### src/design/xr_ext_mode_regs.svh
// What this block does
// - Frame retry count readable, 4 bits, resets zero
// - Backoff retry count readable in bits 3:1
// - Status counters refresh at each new cycle
// - Frame retransmissions capped by limit, then cancel
// - Backoff retries capped by limit, then cancel
// - Limit seven sends at once, no retry
// - Unslotted mode acknowledges requested frames automatically
// - Slotted mode holds ack until trigger rising edge
// - Report awaiting-trigger code while ack held
// - Host times trigger edge to slot boundary
// - Eleven bit seed from two registers
// - Seed drives backoff random generator
// - Wakeup from deepest sleep reloads generator
// - Version mode sets highest accepted frame version
// - Too new frames rejected and not acknowledged
// - Generated ack carries frame version zero
// - Ack disable suppresses new acknowledgements; a held one still goes at the trigger
// - Data request ack copies pending value bit
`ifndef XR_EXT_MODE_REGS_SVH
`define XR_EXT_MODE_REGS_SVH

// Register indexes; byte address is four times the index
`define XR_IDX_RETRY_STATUS   6'h19
`define XR_IDX_TX_CONTROL     6'h2c
`define XR_IDX_SEED_LOW       6'h2d
`define XR_IDX_ACK_CTRL_SEED  6'h2e

// Reset values
`define XR_RST_TX_CONTROL     8'h38
`define XR_RST_SEED_LOW       8'hea
`define XR_RST_ACK_CTRL_SEED  8'h42

// Field positions
`define XR_FRAME_CNT_MSB      7
`define XR_FRAME_CNT_LSB      4
`define XR_CSMA_CNT_MSB       3
`define XR_CSMA_CNT_LSB       1
`define XR_FRAME_LIM_MSB      7
`define XR_FRAME_LIM_LSB      4
`define XR_CSMA_LIM_MSB       3
`define XR_CSMA_LIM_LSB       1
`define XR_SLOTTED_BIT        0
`define XR_FVN_MSB            7
`define XR_FVN_LSB            6
`define XR_SET_PD_BIT         5
`define XR_DIS_ACK_BIT        4
`define XR_COORD_BIT          3
`define XR_SEED_HI_MSB        2

// Backoff limit that bypasses channel access
`define XR_CSMA_IMMEDIATE     3'h7

`endif

### src/design/xr_pkg.sv
package xr_pkg;

  typedef enum logic [2:0] {
    XR_TRAC_SUCCESS      = 3'h0,
    XR_TRAC_AWAIT_TRIG   = 3'h1,
    XR_TRAC_ACCESS_FAIL  = 3'h3,
    XR_TRAC_NO_ACK       = 3'h5,
    XR_TRAC_INVALID      = 3'h7
  } xr_trac_t;

  typedef enum logic [0:0] {
    XR_ACK_IDLE          = 1'b0,
    XR_ACK_HOLD          = 1'b1
  } xr_ack_state_t;

endpackage

### src/design/xr_ext_mode.sv
`timescale 1ns/1ps
`include "xr_ext_mode_regs.svh"

module xr_ext_mode
(
  // Clock and reset
  input  wire logic        ref_clk_i,
  input  wire logic        arst_n_i,
  // APB slave
  input  wire logic        psel_i,
  input  wire logic        penable_i,
  input  wire logic        pwrite_i,
  input  wire logic [7:0]  paddr_i,
  input  wire logic [31:0] pwdata_i,
  output logic      [31:0] prdata_o,
  output logic             pready_o,
  output logic             pslverr_o,
  // Transmit engine events
  input  wire logic        tx_start_i,
  input  wire logic        backoff_start_i,
  input  wire logic        frame_tx_start_i,
  input  wire logic        cca_busy_i,
  input  wire logic        no_ack_i,
  input  wire logic        wake_i,
  output logic             csma_bypass_o,
  output logic             retry_backoff_o,
  output logic             retry_frame_o,
  output logic             cancel_o,
  output logic      [10:0] backoff_random_o,
  output logic      [2:0]  transaction_status_o,
  // Receive side
  input  wire logic        auto_acknowledge_mode_i,
  input  wire logic        rx_done_i,
  input  wire logic        rx_ack_req_i,
  input  wire logic        rx_data_req_i,
  input  wire logic [1:0]  rx_frame_version_i,
  input  wire logic        sleep_trigger_pin_i,
  output logic             rx_accept_o,
  output logic             ack_send_o,
  output logic             ack_pending_o,
  output logic      [1:0]  ack_frame_version_o,
  output logic             pan_coordinator_flag_o
);

  ////////////////////////////////////////////////////////////////////////////
  // Reset release
  logic rst_s1_r;
  logic rst_n_r;

  always_ff @(posedge ref_clk_i or negedge arst_n_i)
  begin
    if (!arst_n_i)
    begin
      rst_s1_r <= 1'b0;
      rst_n_r  <= 1'b0;
    end
    else
    begin
      rst_s1_r <= 1'b1;
      rst_n_r  <= rst_s1_r;
    end
  end

  ////////////////////////////////////////////////////////////////////////////
  // Registers and decode
  logic [7:0] tx_control_r;
  logic [7:0] seed_low_r;
  logic [7:0] ack_ctrl_r;
  logic [3:0] frame_cnt_r;
  logic [2:0] csma_cnt_r;
  logic [3:0] frame_shown_r;
  logic [2:0] csma_shown_r;

  wire        word_ok   = (paddr_i[1:0] == 2'b00);
  wire        hit_stat  = word_ok && paddr_i[7:2] == `XR_IDX_RETRY_STATUS;
  wire        hit_txc   = word_ok && paddr_i[7:2] == `XR_IDX_TX_CONTROL;
  wire        hit_seed  = word_ok && paddr_i[7:2] == `XR_IDX_SEED_LOW;
  wire        hit_ack   = word_ok && paddr_i[7:2] == `XR_IDX_ACK_CTRL_SEED;
  wire        hit_any   = hit_stat | hit_txc | hit_seed | hit_ack;
  wire        setup     = psel_i & ~penable_i;
  wire        wr_commit = psel_i & penable_i & pready_o & pwrite_i & hit_any;
  wire [7:0]  status_rd = {frame_shown_r, csma_shown_r, 1'b0};
  wire [7:0]  rd_byte   = hit_stat ? status_rd :
                          hit_txc  ? tx_control_r :
                          hit_seed ? seed_low_r :
                          hit_ack  ? ack_ctrl_r : 8'h00;

  // Data and answer prepared in setup so access phase ends at once
  always_ff @(posedge ref_clk_i or negedge rst_n_r)
  begin
    if (!rst_n_r)
    begin
      prdata_o  <= 32'h0000_0000;
      pready_o  <= 1'b0;
      pslverr_o <= 1'b0;
    end
    else
    begin
      pready_o  <= setup;
      pslverr_o <= setup & ~hit_any;
      prdata_o  <= {24'h00_0000, rd_byte};
    end
  end

  // Status register is read only; writes to it are dropped
  always_ff @(posedge ref_clk_i or negedge rst_n_r)
  begin
    if (!rst_n_r)
    begin
      tx_control_r <= `XR_RST_TX_CONTROL;
      seed_low_r   <= `XR_RST_SEED_LOW;
      ack_ctrl_r   <= `XR_RST_ACK_CTRL_SEED;
    end
    else if (wr_commit)
    begin
      if (hit_txc)
        tx_control_r <= pwdata_i[7:0];
      if (hit_seed)
        seed_low_r <= pwdata_i[7:0];
      if (hit_ack)
        ack_ctrl_r <= pwdata_i[7:0];
    end
  end

  wire [3:0] frame_limit = tx_control_r[`XR_FRAME_LIM_MSB:`XR_FRAME_LIM_LSB];
  wire [2:0] csma_limit  = tx_control_r[`XR_CSMA_LIM_MSB:`XR_CSMA_LIM_LSB];
  wire       slotted     = tx_control_r[`XR_SLOTTED_BIT];
  wire [1:0] fvn_mode    = ack_ctrl_r[`XR_FVN_MSB:`XR_FVN_LSB];
  wire       set_pending = ack_ctrl_r[`XR_SET_PD_BIT];
  wire       ack_disable = ack_ctrl_r[`XR_DIS_ACK_BIT];
  wire [10:0] seed       = {ack_ctrl_r[`XR_SEED_HI_MSB:0], seed_low_r};
  wire       immediate   = (csma_limit == `XR_CSMA_IMMEDIATE);

  ////////////////////////////////////////////////////////////////////////////
  // Retry counting and limits
  wire csma_more  = ~immediate && (csma_cnt_r < csma_limit);
  wire frame_more = ~immediate && (frame_cnt_r < frame_limit);

  always_ff @(posedge ref_clk_i or negedge rst_n_r)
  begin
    if (!rst_n_r)
    begin
      frame_cnt_r     <= 4'h0;
      csma_cnt_r      <= 3'h0;
      retry_backoff_o <= 1'b0;
      retry_frame_o   <= 1'b0;
      cancel_o        <= 1'b0;
      csma_bypass_o   <= 1'b0;
    end
    else
    begin
      retry_backoff_o <= 1'b0;
      retry_frame_o   <= 1'b0;
      cancel_o        <= 1'b0;
      csma_bypass_o   <= immediate;
      if (tx_start_i)
      begin
        frame_cnt_r <= 4'h0;
        csma_cnt_r  <= 3'h0;
      end
      else if (cca_busy_i && !immediate)
      begin
        if (csma_more)
        begin
          csma_cnt_r      <= csma_cnt_r + 3'h1;
          retry_backoff_o <= 1'b1;
        end
        else
          cancel_o <= 1'b1;
      end
      else if (no_ack_i)
      begin
        if (frame_more)
        begin
          frame_cnt_r   <= frame_cnt_r + 4'h1;
          csma_cnt_r    <= 3'h0;
          retry_frame_o <= 1'b1;
        end
        else
          cancel_o <= 1'b1;
      end
    end
  end

  // Visible counters follow the live ones at each new cycle
  always_ff @(posedge ref_clk_i or negedge rst_n_r)
  begin
    if (!rst_n_r)
    begin
      frame_shown_r <= 4'h0;
      csma_shown_r  <= 3'h0;
    end
    else if (tx_start_i)
    begin
      frame_shown_r <= 4'h0;
      csma_shown_r  <= 3'h0;
    end
    else if (backoff_start_i || frame_tx_start_i)
    begin
      frame_shown_r <= frame_cnt_r;
      csma_shown_r  <= csma_cnt_r;
    end
  end

  ////////////////////////////////////////////////////////////////////////////
  // Backoff random generator, x^11 + x^9 + 1
  wire [10:0] seed_safe = (seed == 11'h000) ? 11'h001 : seed;
  wire        lfsr_fb   = backoff_random_o[10] ^ backoff_random_o[8];

  // Reloaded at reset release too, so the reset seed is honoured
  logic seed_loaded_r;

  always_ff @(posedge ref_clk_i or negedge rst_n_r)
  begin
    if (!rst_n_r)
    begin
      seed_loaded_r    <= 1'b0;
      backoff_random_o <= 11'h001;
    end
    else
    begin
      seed_loaded_r <= 1'b1;
      if (wake_i || !seed_loaded_r)
        backoff_random_o <= seed_safe;
      else
        backoff_random_o <= {backoff_random_o[9:0], lfsr_fb};
    end
  end

  ////////////////////////////////////////////////////////////////////////////
  // Trigger pin synchroniser; a change counts when stages 2 and 3 agree
  logic trig_s1_r;
  logic trig_s2_r;
  logic trig_s3_r;
  logic trig_lvl_r;

  always_ff @(posedge ref_clk_i or negedge rst_n_r)
  begin
    if (!rst_n_r)
    begin
      trig_s1_r  <= 1'b0;
      trig_s2_r  <= 1'b0;
      trig_s3_r  <= 1'b0;
      trig_lvl_r <= 1'b0;
    end
    else
    begin
      trig_s1_r <= sleep_trigger_pin_i;
      trig_s2_r <= trig_s1_r;
      trig_s3_r <= trig_s2_r;
      if (trig_s2_r == trig_s3_r)
        trig_lvl_r <= trig_s3_r;
    end
  end

  wire trig_rise = trig_s2_r & trig_s3_r & ~trig_lvl_r;

  ////////////////////////////////////////////////////////////////////////////
  // Receive filtering and acknowledgement
  xr_pkg::xr_ack_state_t ack_state_r;
  xr_pkg::xr_ack_state_t ack_state_nxt;
  xr_pkg::xr_trac_t      trac_r;
  logic                  hold_pending_r;

  // Mode 3 covers every version through the plain compare
  wire version_ok = (rx_frame_version_i <= fvn_mode);
  wire accept     = rx_done_i & auto_acknowledge_mode_i & version_ok;
  wire want_ack   = accept & rx_ack_req_i & ~ack_disable;
  wire pend_now   = rx_data_req_i & set_pending;
  wire fire_now   = want_ack & ~slotted;
  wire fire_held  = (ack_state_r == xr_pkg::XR_ACK_HOLD) & trig_rise;

  always_comb
  begin
    ack_state_nxt = ack_state_r;
    case (ack_state_r)
      xr_pkg::XR_ACK_IDLE:
        if (want_ack && slotted)
          ack_state_nxt = xr_pkg::XR_ACK_HOLD;
      xr_pkg::XR_ACK_HOLD:
        if (trig_rise)
          ack_state_nxt = xr_pkg::XR_ACK_IDLE;
      default:
        ack_state_nxt = xr_pkg::XR_ACK_IDLE;
    endcase
  end

  always_ff @(posedge ref_clk_i or negedge rst_n_r)
  begin
    if (!rst_n_r)
    begin
      ack_state_r         <= xr_pkg::XR_ACK_IDLE;
      hold_pending_r      <= 1'b0;
      rx_accept_o         <= 1'b0;
      ack_send_o          <= 1'b0;
      ack_pending_o       <= 1'b0;
      ack_frame_version_o <= 2'h0;
      pan_coordinator_flag_o <= 1'b0;
    end
    else
    begin
      ack_state_r         <= ack_state_nxt;
      rx_accept_o         <= accept;
      ack_send_o          <= fire_now | fire_held;
      ack_frame_version_o <= 2'h0;
      pan_coordinator_flag_o <= ack_ctrl_r[`XR_COORD_BIT];
      if (want_ack && slotted && ack_state_r == xr_pkg::XR_ACK_IDLE)
        hold_pending_r <= pend_now;
      if (fire_now)
        ack_pending_o <= pend_now;
      else if (fire_held)
        ack_pending_o <= hold_pending_r;
    end
  end

  ////////////////////////////////////////////////////////////////////////////
  // Transaction status
  always_ff @(posedge ref_clk_i or negedge rst_n_r)
  begin
    if (!rst_n_r)
      trac_r <= xr_pkg::XR_TRAC_INVALID;
    else if (ack_state_nxt == xr_pkg::XR_ACK_HOLD)
      trac_r <= xr_pkg::XR_TRAC_AWAIT_TRIG;
    else if (fire_now || fire_held)
      trac_r <= xr_pkg::XR_TRAC_SUCCESS;
    else if (cca_busy_i && !immediate && !csma_more && !tx_start_i)
      trac_r <= xr_pkg::XR_TRAC_ACCESS_FAIL;
    else if (no_ack_i && !frame_more && !tx_start_i && !cca_busy_i)
      trac_r <= xr_pkg::XR_TRAC_NO_ACK;
  end

  assign transaction_status_o = trac_r;

endmodule // xr_ext_mode

### config.mk
export PLATFORM = sky130hd
export DESIGN_NAME = xr_ext_mode
export DESIGN_NICKNAME = d
export VERILOG_FILES = /design/src/design/xr_pkg.sv /design/src/design/xr_ext_mode.sv
export VERILOG_INCLUDE_DIRS = /design/src /design/src/design
export SDC_FILE = /design/constraint.sdc
export NUM_CORES = 1
export LEC_CHECK = 0
export BUFFER_PORTS_ARGS = -buffer_cell sky130_fd_sc_hd__clkbuf_2
export CAP_MARGIN = 20
export CORE_AREA = 10 10 103 105
export DETAILED_ROUTE_END_ITERATION = 12
export DIE_AREA = 0 0 113 115
export GPL_ROUTABILITY_DRIVEN = 0
export PLACE_DENSITY_LB_ADDON = 0.1
export SKIP_LAST_GASP = 1
export SYNTH_ARGS = -nofsm -noshare
export SYNTH_HDL_FRONTEND = slang
export SYNTH_SLANG_ARGS = --single-unit
export TNS_END_PERCENT = 30
### constraint.sdc
create_clock -name ref_clk_i -period 5.9 [get_ports ref_clk_i]
set_clock_uncertainty 0.2 [all_clocks]
set_input_delay 0 -clock ref_clk_i [delete_from_list [all_inputs] [get_ports ref_clk_i]]
set_output_delay 0 -clock ref_clk_i [all_outputs]
set_load 0.005 [all_outputs]
==> results of run 1 <==
final cells by class:
cell class | count | area (sq um)
Clock buffer | 10 | 138
Clock inverter | 6 | 67.6
Fill cell | 780 | 3980
Inverter | 13 | 48.8
Multi-Input combinational cell | 231 | 1520
Sequential cell | 79 | 2000
Tap cell | 108 | 135
Timing Repair Buffer | 99 | 663
metal layers:
metal / up-vias / part of all wire (%) / track usage [%]
met5: - / 0 / 0
met4: 0 / 1.6 / 4.91
met3: 11 / 6.3 / 4.48
met2: 65 / 47 / 21.7
met1: 1263 / 45 / 16.3
li1: 1299 / - / -
metrics by stage:
stage	power, mW	instance area, sq um	instances	setup slack (ns)
floorplan	0.654	3800	357	3.36
global placement	0.681	4040	497	3.39
detailed placement	0.683	4040	497	3.35
CTS	1.11	4570	546	3.32
global route	1.15	4570	546	3.16
finish	1.10	4570	546	3.33
worst max-delay path by stage:
stage | from | endpoint | cells after the start
2_1_floorplan | rst_n_r | ack_ctrl_r[0] | 0
3_3_place_gp | tx_control_r[5] | frame_cnt_r[3] | 7
3_5_place_dp | tx_control_r[5] | frame_cnt_r[3] | 7
4_1_cts | tx_control_r[5] | frame_cnt_r[3] | 7
5_1_grt | paddr_i[2] | prdata_o[1] | 7
6_report | tx_control_r[5] | frame_cnt_r[3] | 7
cells in the mapped netlist, types with 2 or more instances:
library cell	instances
a211oi_1	2
a21o_1	2
a21oi_1	24
a22oi_1	2
and3_1	2
buf_4	27
clkbuf_1	6
conb_1	2
dfrtp_1	65
dfstp_2	14
ha_1	10
inv_1	13
mux2_2	30
mux2i_1	10
nand2_1	29
nand3_1	4
nand3b_1	3
nand4_1	2
nor2_1	17
nor2b_1	9
nor3_1	3
nor3b_1	2
nor4_1	3
o21a_1	4
o21ai_0	26
o2bb2ai_1	3
xnor2_1	2
worst max-delay path, delay by kind of cell, from the launching register on:
| family | cells | cell delay, ns |
|---|---|---|
| and+or+nand+nor | 2 | 0.25 |
| DFF | 1 | 0.53 |
| AOI/OAI and AO/OA | 2 | 0.83 |
| muxes | 1 | 0.30 |
| adders and majority gates | 1 | 0.28 |
| buffers and inverters | 1 | 0.05 |
cells by family (layout without fill, tap and decap cells):
group | count (synthesis) | after routing
AO/OA/AOI/OAI | 66 | 66
adder cells (fa/ha/maj) | 10 | 10
AND/OR/NAND/NOR | 85 | 85
buffers and inverters | 47 | 128
other | 2 | 28
flip-flops | 79 | 79
XOR/XNOR | 2 | 2
multiplexers | 40 | 40
sequential cells by signal, summed over array words and instances (netlist names), 3 cells and up:
signal                cells
csma_shown_r              3
seed_low_r                8
frame_shown_r             4
backoff_random_o         11
csma_cnt_r                3
tx_control_r              8
transaction_status_o      3
prdata_o                  8
frame_cnt_r               4
ack_ctrl_r                8
power by group:
group	internal, mW	switching (mW)	leakage [nW]	total (mW)
clock	0.208	0.204	0.0989	0.412
combinational	0.0498	0.0576	1.16	0.107
sequential	0.563	0.0164	1.00	0.580
==> flow_summary.toml, run 1 <==
[critical_path]
cp_data_arrival_time_ns = 2.59
crit_fanout = 6
required_ns = 5.92
critPathLaunchType = "flip-flop"
critPathKind = "reg2reg"
r2r_cells = 7
r2r-start = "tx_control_r[5]"
cp_slowest_stage_delay_ns = 0.74
cp_slowest_cell = "a211oi_1"
crit_chain = "inv_1 > ha_1 > nand2_1 > o21ai_0 > a211oi_1 > nand4_1 > mux2_2"
worstSetupEndpointType = "flip-flop"
r2r-end = "frame_cnt_r[3]"
reg2reg_slack_ns = 3.33

[cells_and_area]
antennaDiodeCount = 0
final_common_cell = "clkbuf_2"
final_cell_mix = "65 x clkbuf_2, 64 x dfrtp_1, 33 x dlygate4sd3_1"
drive_gt1_share_pct = 30.4
final_core_util_pct = 53.5
nNetsFinal = 501
area_delta_synth_final_pct = 23.6

[detailed_routing]
vias = 2638
route.detailed.drc = 0
wire_per_inst_um = 15.7
wirelength_mm = 8.59
postRouteAntennaNets = 0
drt_first_iter_violations = 133
via_per_inst = 4.83
dr.pass1.iters = 4

[pwr]
p_per_area_mw_per_mm2 = 241
p_leak_nw = 2.26
peakVddDrop_uv = 170

[synth]
yosys.area_share.simple_pct = 12.5
avgSynthCellArea_sq_um = 11.2
synthAdderAreaFrac_pct = 3.38
synth-compound-area-share_pct = 10.2
synth_xor_area_share_pct = 0.473
synth_edf_count = 0
yosys_warnings = 0
synthTopCellsByArea = "dfrtp_1 44%, dfstp_2 9.9%, mux2_2 9.1%, buf_4 5.5%, o21ai_0 3.5%"
synth_flop_cell = "dfrtp_1"
synthArstFlopShare_pct = 100
syn_inst = 331
synth_mux_area_share_pct = 11.8
synth_top_family_by_area = "simple AND/OR/NAND/NOR gates"
synth_top_cell_by_area = "dfrtp_1"
synth_top_area_share_pct = 44.0
syn_area_sq_mm = 0.00370
yosysSeqAreaShare_pct = 53.9
synthDistinctLibCells = 42
ys_ff_latch = 79

[sta]
hold_viol_final = 0
fmax_mhz = 389
setup_viol = 0
finalCritPeriodShare_pct = 43.5
fin_tns_setup_ns = 0
relSlewSlack_pct = 30.9
slew_violations = 0
rsz0062_at_grt = "no"
worstMarginPinSlew_ns = 1.03
layout_min_cycle_time_ns = 2.57
holdWs_ns = 0.0105

[floorplanning]
dieWidth_um = 113
ioPinCount = 116
initial_core_util_pct = 43.3
die_h_um = 115
dieArea_sq_mm = 0.0130
rows = 34
core_region_area_sq_mm = 0.00855

[run_status]
status = "complete, no violations"

[worst_hold_path]
min_to = "ack_send_o"
hp-start = "rx_done_i"
worst_hold_path.num_cells = 4
hold_path.class = "in2reg"

[clock_tree]
h-tree-depth = 3
post_cts_buffers = 0
clk_pin_slew_worst_paths_ns = 0.08
cts_made_buffers = 9
clockRootBuffer = "clkbuf_8"
cts_buffer_depth = 2
cts_tree = "done"
clk-insertion-delay-late_ns = 0.35
cts_sinks = 79
cts_hold_buffers = 33
cts_resized = 0

[run]
cap_viol_max_count = 0

[grt]
grt_pass1_wl_mm = 14.3
antenna_found_initial = 0
grt_max_degree = 67
grt_remaining_overflow = 0
grt_usage_pct = 13.4
grt_pass1_vias = 2884

[placed_design]
dp_hpwl_mm = 6.30
port_buffers = 65
No activity file was read; power rests on OpenSTA's default activity.
==> inputs of run 2 (changes only) <==
==> constraint.sdc (replaced) <==
create_clock -name ref_clk_i -period 2.1 [get_ports ref_clk_i]
set_clock_uncertainty 0.2 [all_clocks]
set_input_delay 0 -clock ref_clk_i [delete_from_list [all_inputs] [get_ports ref_clk_i]]
set_output_delay 0 -clock ref_clk_i [all_outputs]
set_load 0.005 [all_outputs]
==> run 2 against run 1 <==
The flow now finishes with violations (hold timing, setup timing). Setup slack got worse by 3.4 ns. Global-route usage increased by 0.82 points. Clock-buffer cell count increased by 1. Combinational power rose to 3.1 times the previous value. First-iteration DRC count shrank 17%. Final cell count is 4.4% higher. Via count is 5.7% higher. Worst hold slack worse by 0.011 ns. Critical path type unchanged. Critical endpoint is now frame_shown_r[2]. Largest cell class unchanged. Largest power group unchanged.
==> flow_summary.toml, run 2 (synthesis results as in run 1) <==
[run_status]
status = "finished, violations left"
violations = "hold timing, setup timing"

[grt]
antenna_found_initial = 0
grt_pass1_wl_mm = 15.0
grt_remaining_overflow = 0
grt_pass1_vias = 2936
grt_usage_pct = 14.2
grt_max_degree = 45

[floorplanning]
core_region_area_sq_mm = 0.00855
die_h_um = 115
initial_core_util_pct = 43.3
rows = 34
dieArea_sq_mm = 0.0130
ioPinCount = 116
dieWidth_um = 113

[critical_path]
r2r-end = "frame_shown_r[2]"
critPathKind = "reg2reg"
cp_slowest_stage_delay_ns = 0.56
required_ns = 2.12
crit_chain = "buf_4 > o21ai_0 > dlygate4sd3_1 > a21oi_1 > dlygate4sd3_1"
r2r_cells = 5
worstSetupEndpointType = "flip-flop"
crit_fanout = 3
reg2reg_slack_ns = -0.02
path_buf_inv = 3
cp_slowest_cell = "dlygate4sd3_1"
cp_top_family = "buffers and inverters"
critPathLaunchType = "flip-flop"
cp_data_arrival_time_ns = 2.14
r2r-start = "frame_cnt_r[2]"
crit_top_cell = "dlygate4sd3_1"

[sta]
fmax_mhz = 472
setup_viol = 2
holdWs_ns = -0.000726
final.setup.worst_slack_ns = -0.0192
layout_min_cycle_time_ns = 2.12
slew_violations = 0
finalCritPeriodShare_pct = 101
rsz0062_at_grt = "yes"
hold_viol_final = 1

[pwr]
p_leak_nw = 2.38
peakVddDrop_uv = 407
p_per_area_mw_per_mm2 = 604

[clock_tree]
cts_sinks = 79
cts_buffer_depth = 2
cts_tree = "done"
clk_pin_slew_worst_paths_ns = 0.08
clockRootBuffer = "clkbuf_8"
cts_made_buffers = 9
h-tree-depth = 3
clk-insertion-delay-late_ns = 0.34

[cells_and_area]
top_register = "backoff_random_o"
nNetsFinal = 526
antennaDiodeCount = 0
largest_register_ffs = 11
postLayoutCellArea_sq_mm = 0.00481
final_cell_mix = "64 x dfrtp_1, 64 x clkbuf_2, 32 x dlygate4sd3_1"
area_delta_synth_final_pct = 30.1
drive_gt1_share_pct = 36.1

[placed_design]
port_buffers = 65
post-place-ws_ns = -0.158
dpl_cell_area_sq_mm = 0.00423
dp_hpwl_mm = 6.75

[worst_hold_path]
hold_path.class = "reg2async"

[run]
cap_viol_max_count = 0

[detailed_routing]
drt_first_iter_violations = 110
route.detailed.drc = 0
wirelength_mm = 9.07
via_per_inst = 4.89
dr.pass1.iters = 4
postRouteAntennaNets = 0
wire_per_inst_um = 15.9
vias = 2789
## run 2: worst max path at each step
stage | from | end | slack, ns | depth (start not counted)
6_report | frame_cnt_r[2] | frame_shown_r[2] | -0.02 | 5
5_1_grt | tx_control_r[6] | frame_cnt_r[3] | -0.14 | 8
4_1_cts | tx_control_r[5] | transaction_status_o[2] | -0.02 | 7
3_5_place_dp | tx_control_r[5] | transaction_status_o[2] | -0.16 | 7
3_3_place_gp | tx_control_r[5] | transaction_status_o[2] | -0.09 | 7
2_1_floorplan | tx_control_r[5] | frame_cnt_r[3] | -0.19 | 7
## run 2: per-stage QoR
stage          util (%)  instances  TNS [ns]  power (mW)
2_1_floorplan         -        357    -0.284        1.84
3_3_place_gp       49.5        521    -0.211        1.94
3_5_place_dp       49.5        521    -0.500        1.95
4_1_cts            55.2        568   -0.0169        2.94
5_1_grt            56.3        570    -0.655        3.07
6_report           56.3        570   -0.0204        2.91
## run 2: cell type report
cell class / count / area, sq um
multi-input combinational: 231 / 1610
clock inverter: 4 / 23.8
sequential: 79 / 2000
tap: 108 / 135
clock buffer: 11 / 131
timing repair buffer: 124 / 867
fill: 782 / 3740
inverter: 13 / 48.8
## run 2: worst register-to-register path: cells and delay by family, from the launching register on
kind	cells	cell delay [ns]
AOI/OAI and AO/OA	2	0.11
buffers and inverters	3	1.28
DFF	1	0.42
## run 2: layer usage
metal / part of all wire [%] / wire length (um) / global-route usage, % / up-vias
met3: 5.8 / 522 / 4.64 / 11
met5: 0 / 0 / 0 / -
met4: 1.5 / 138 / 4.74 / 0
li1: - / - / - / 1346
met2: 49 / 4460 / 23.8 / 70
met1: 43 / 3940 / 16.9 / 1362
## run 2: report_power, final
group | leakage, nW | switching, mW | internal, mW
Combinational | 1.29 | 0.167 | 0.160
Clock | 0.0829 | 0.524 | 0.420
Sequential | 1.00 | 0.0534 | 1.58
## run 2: repair_timing
action	4_1_cts	5_1_grt
resized for setup	6	15
pin swaps	1	10
endpoints found under the setup margin	9	21
hold buffers	32	0
hold endpoints to repair	70	0
gates cloned	0	0
setup buffers	0	2
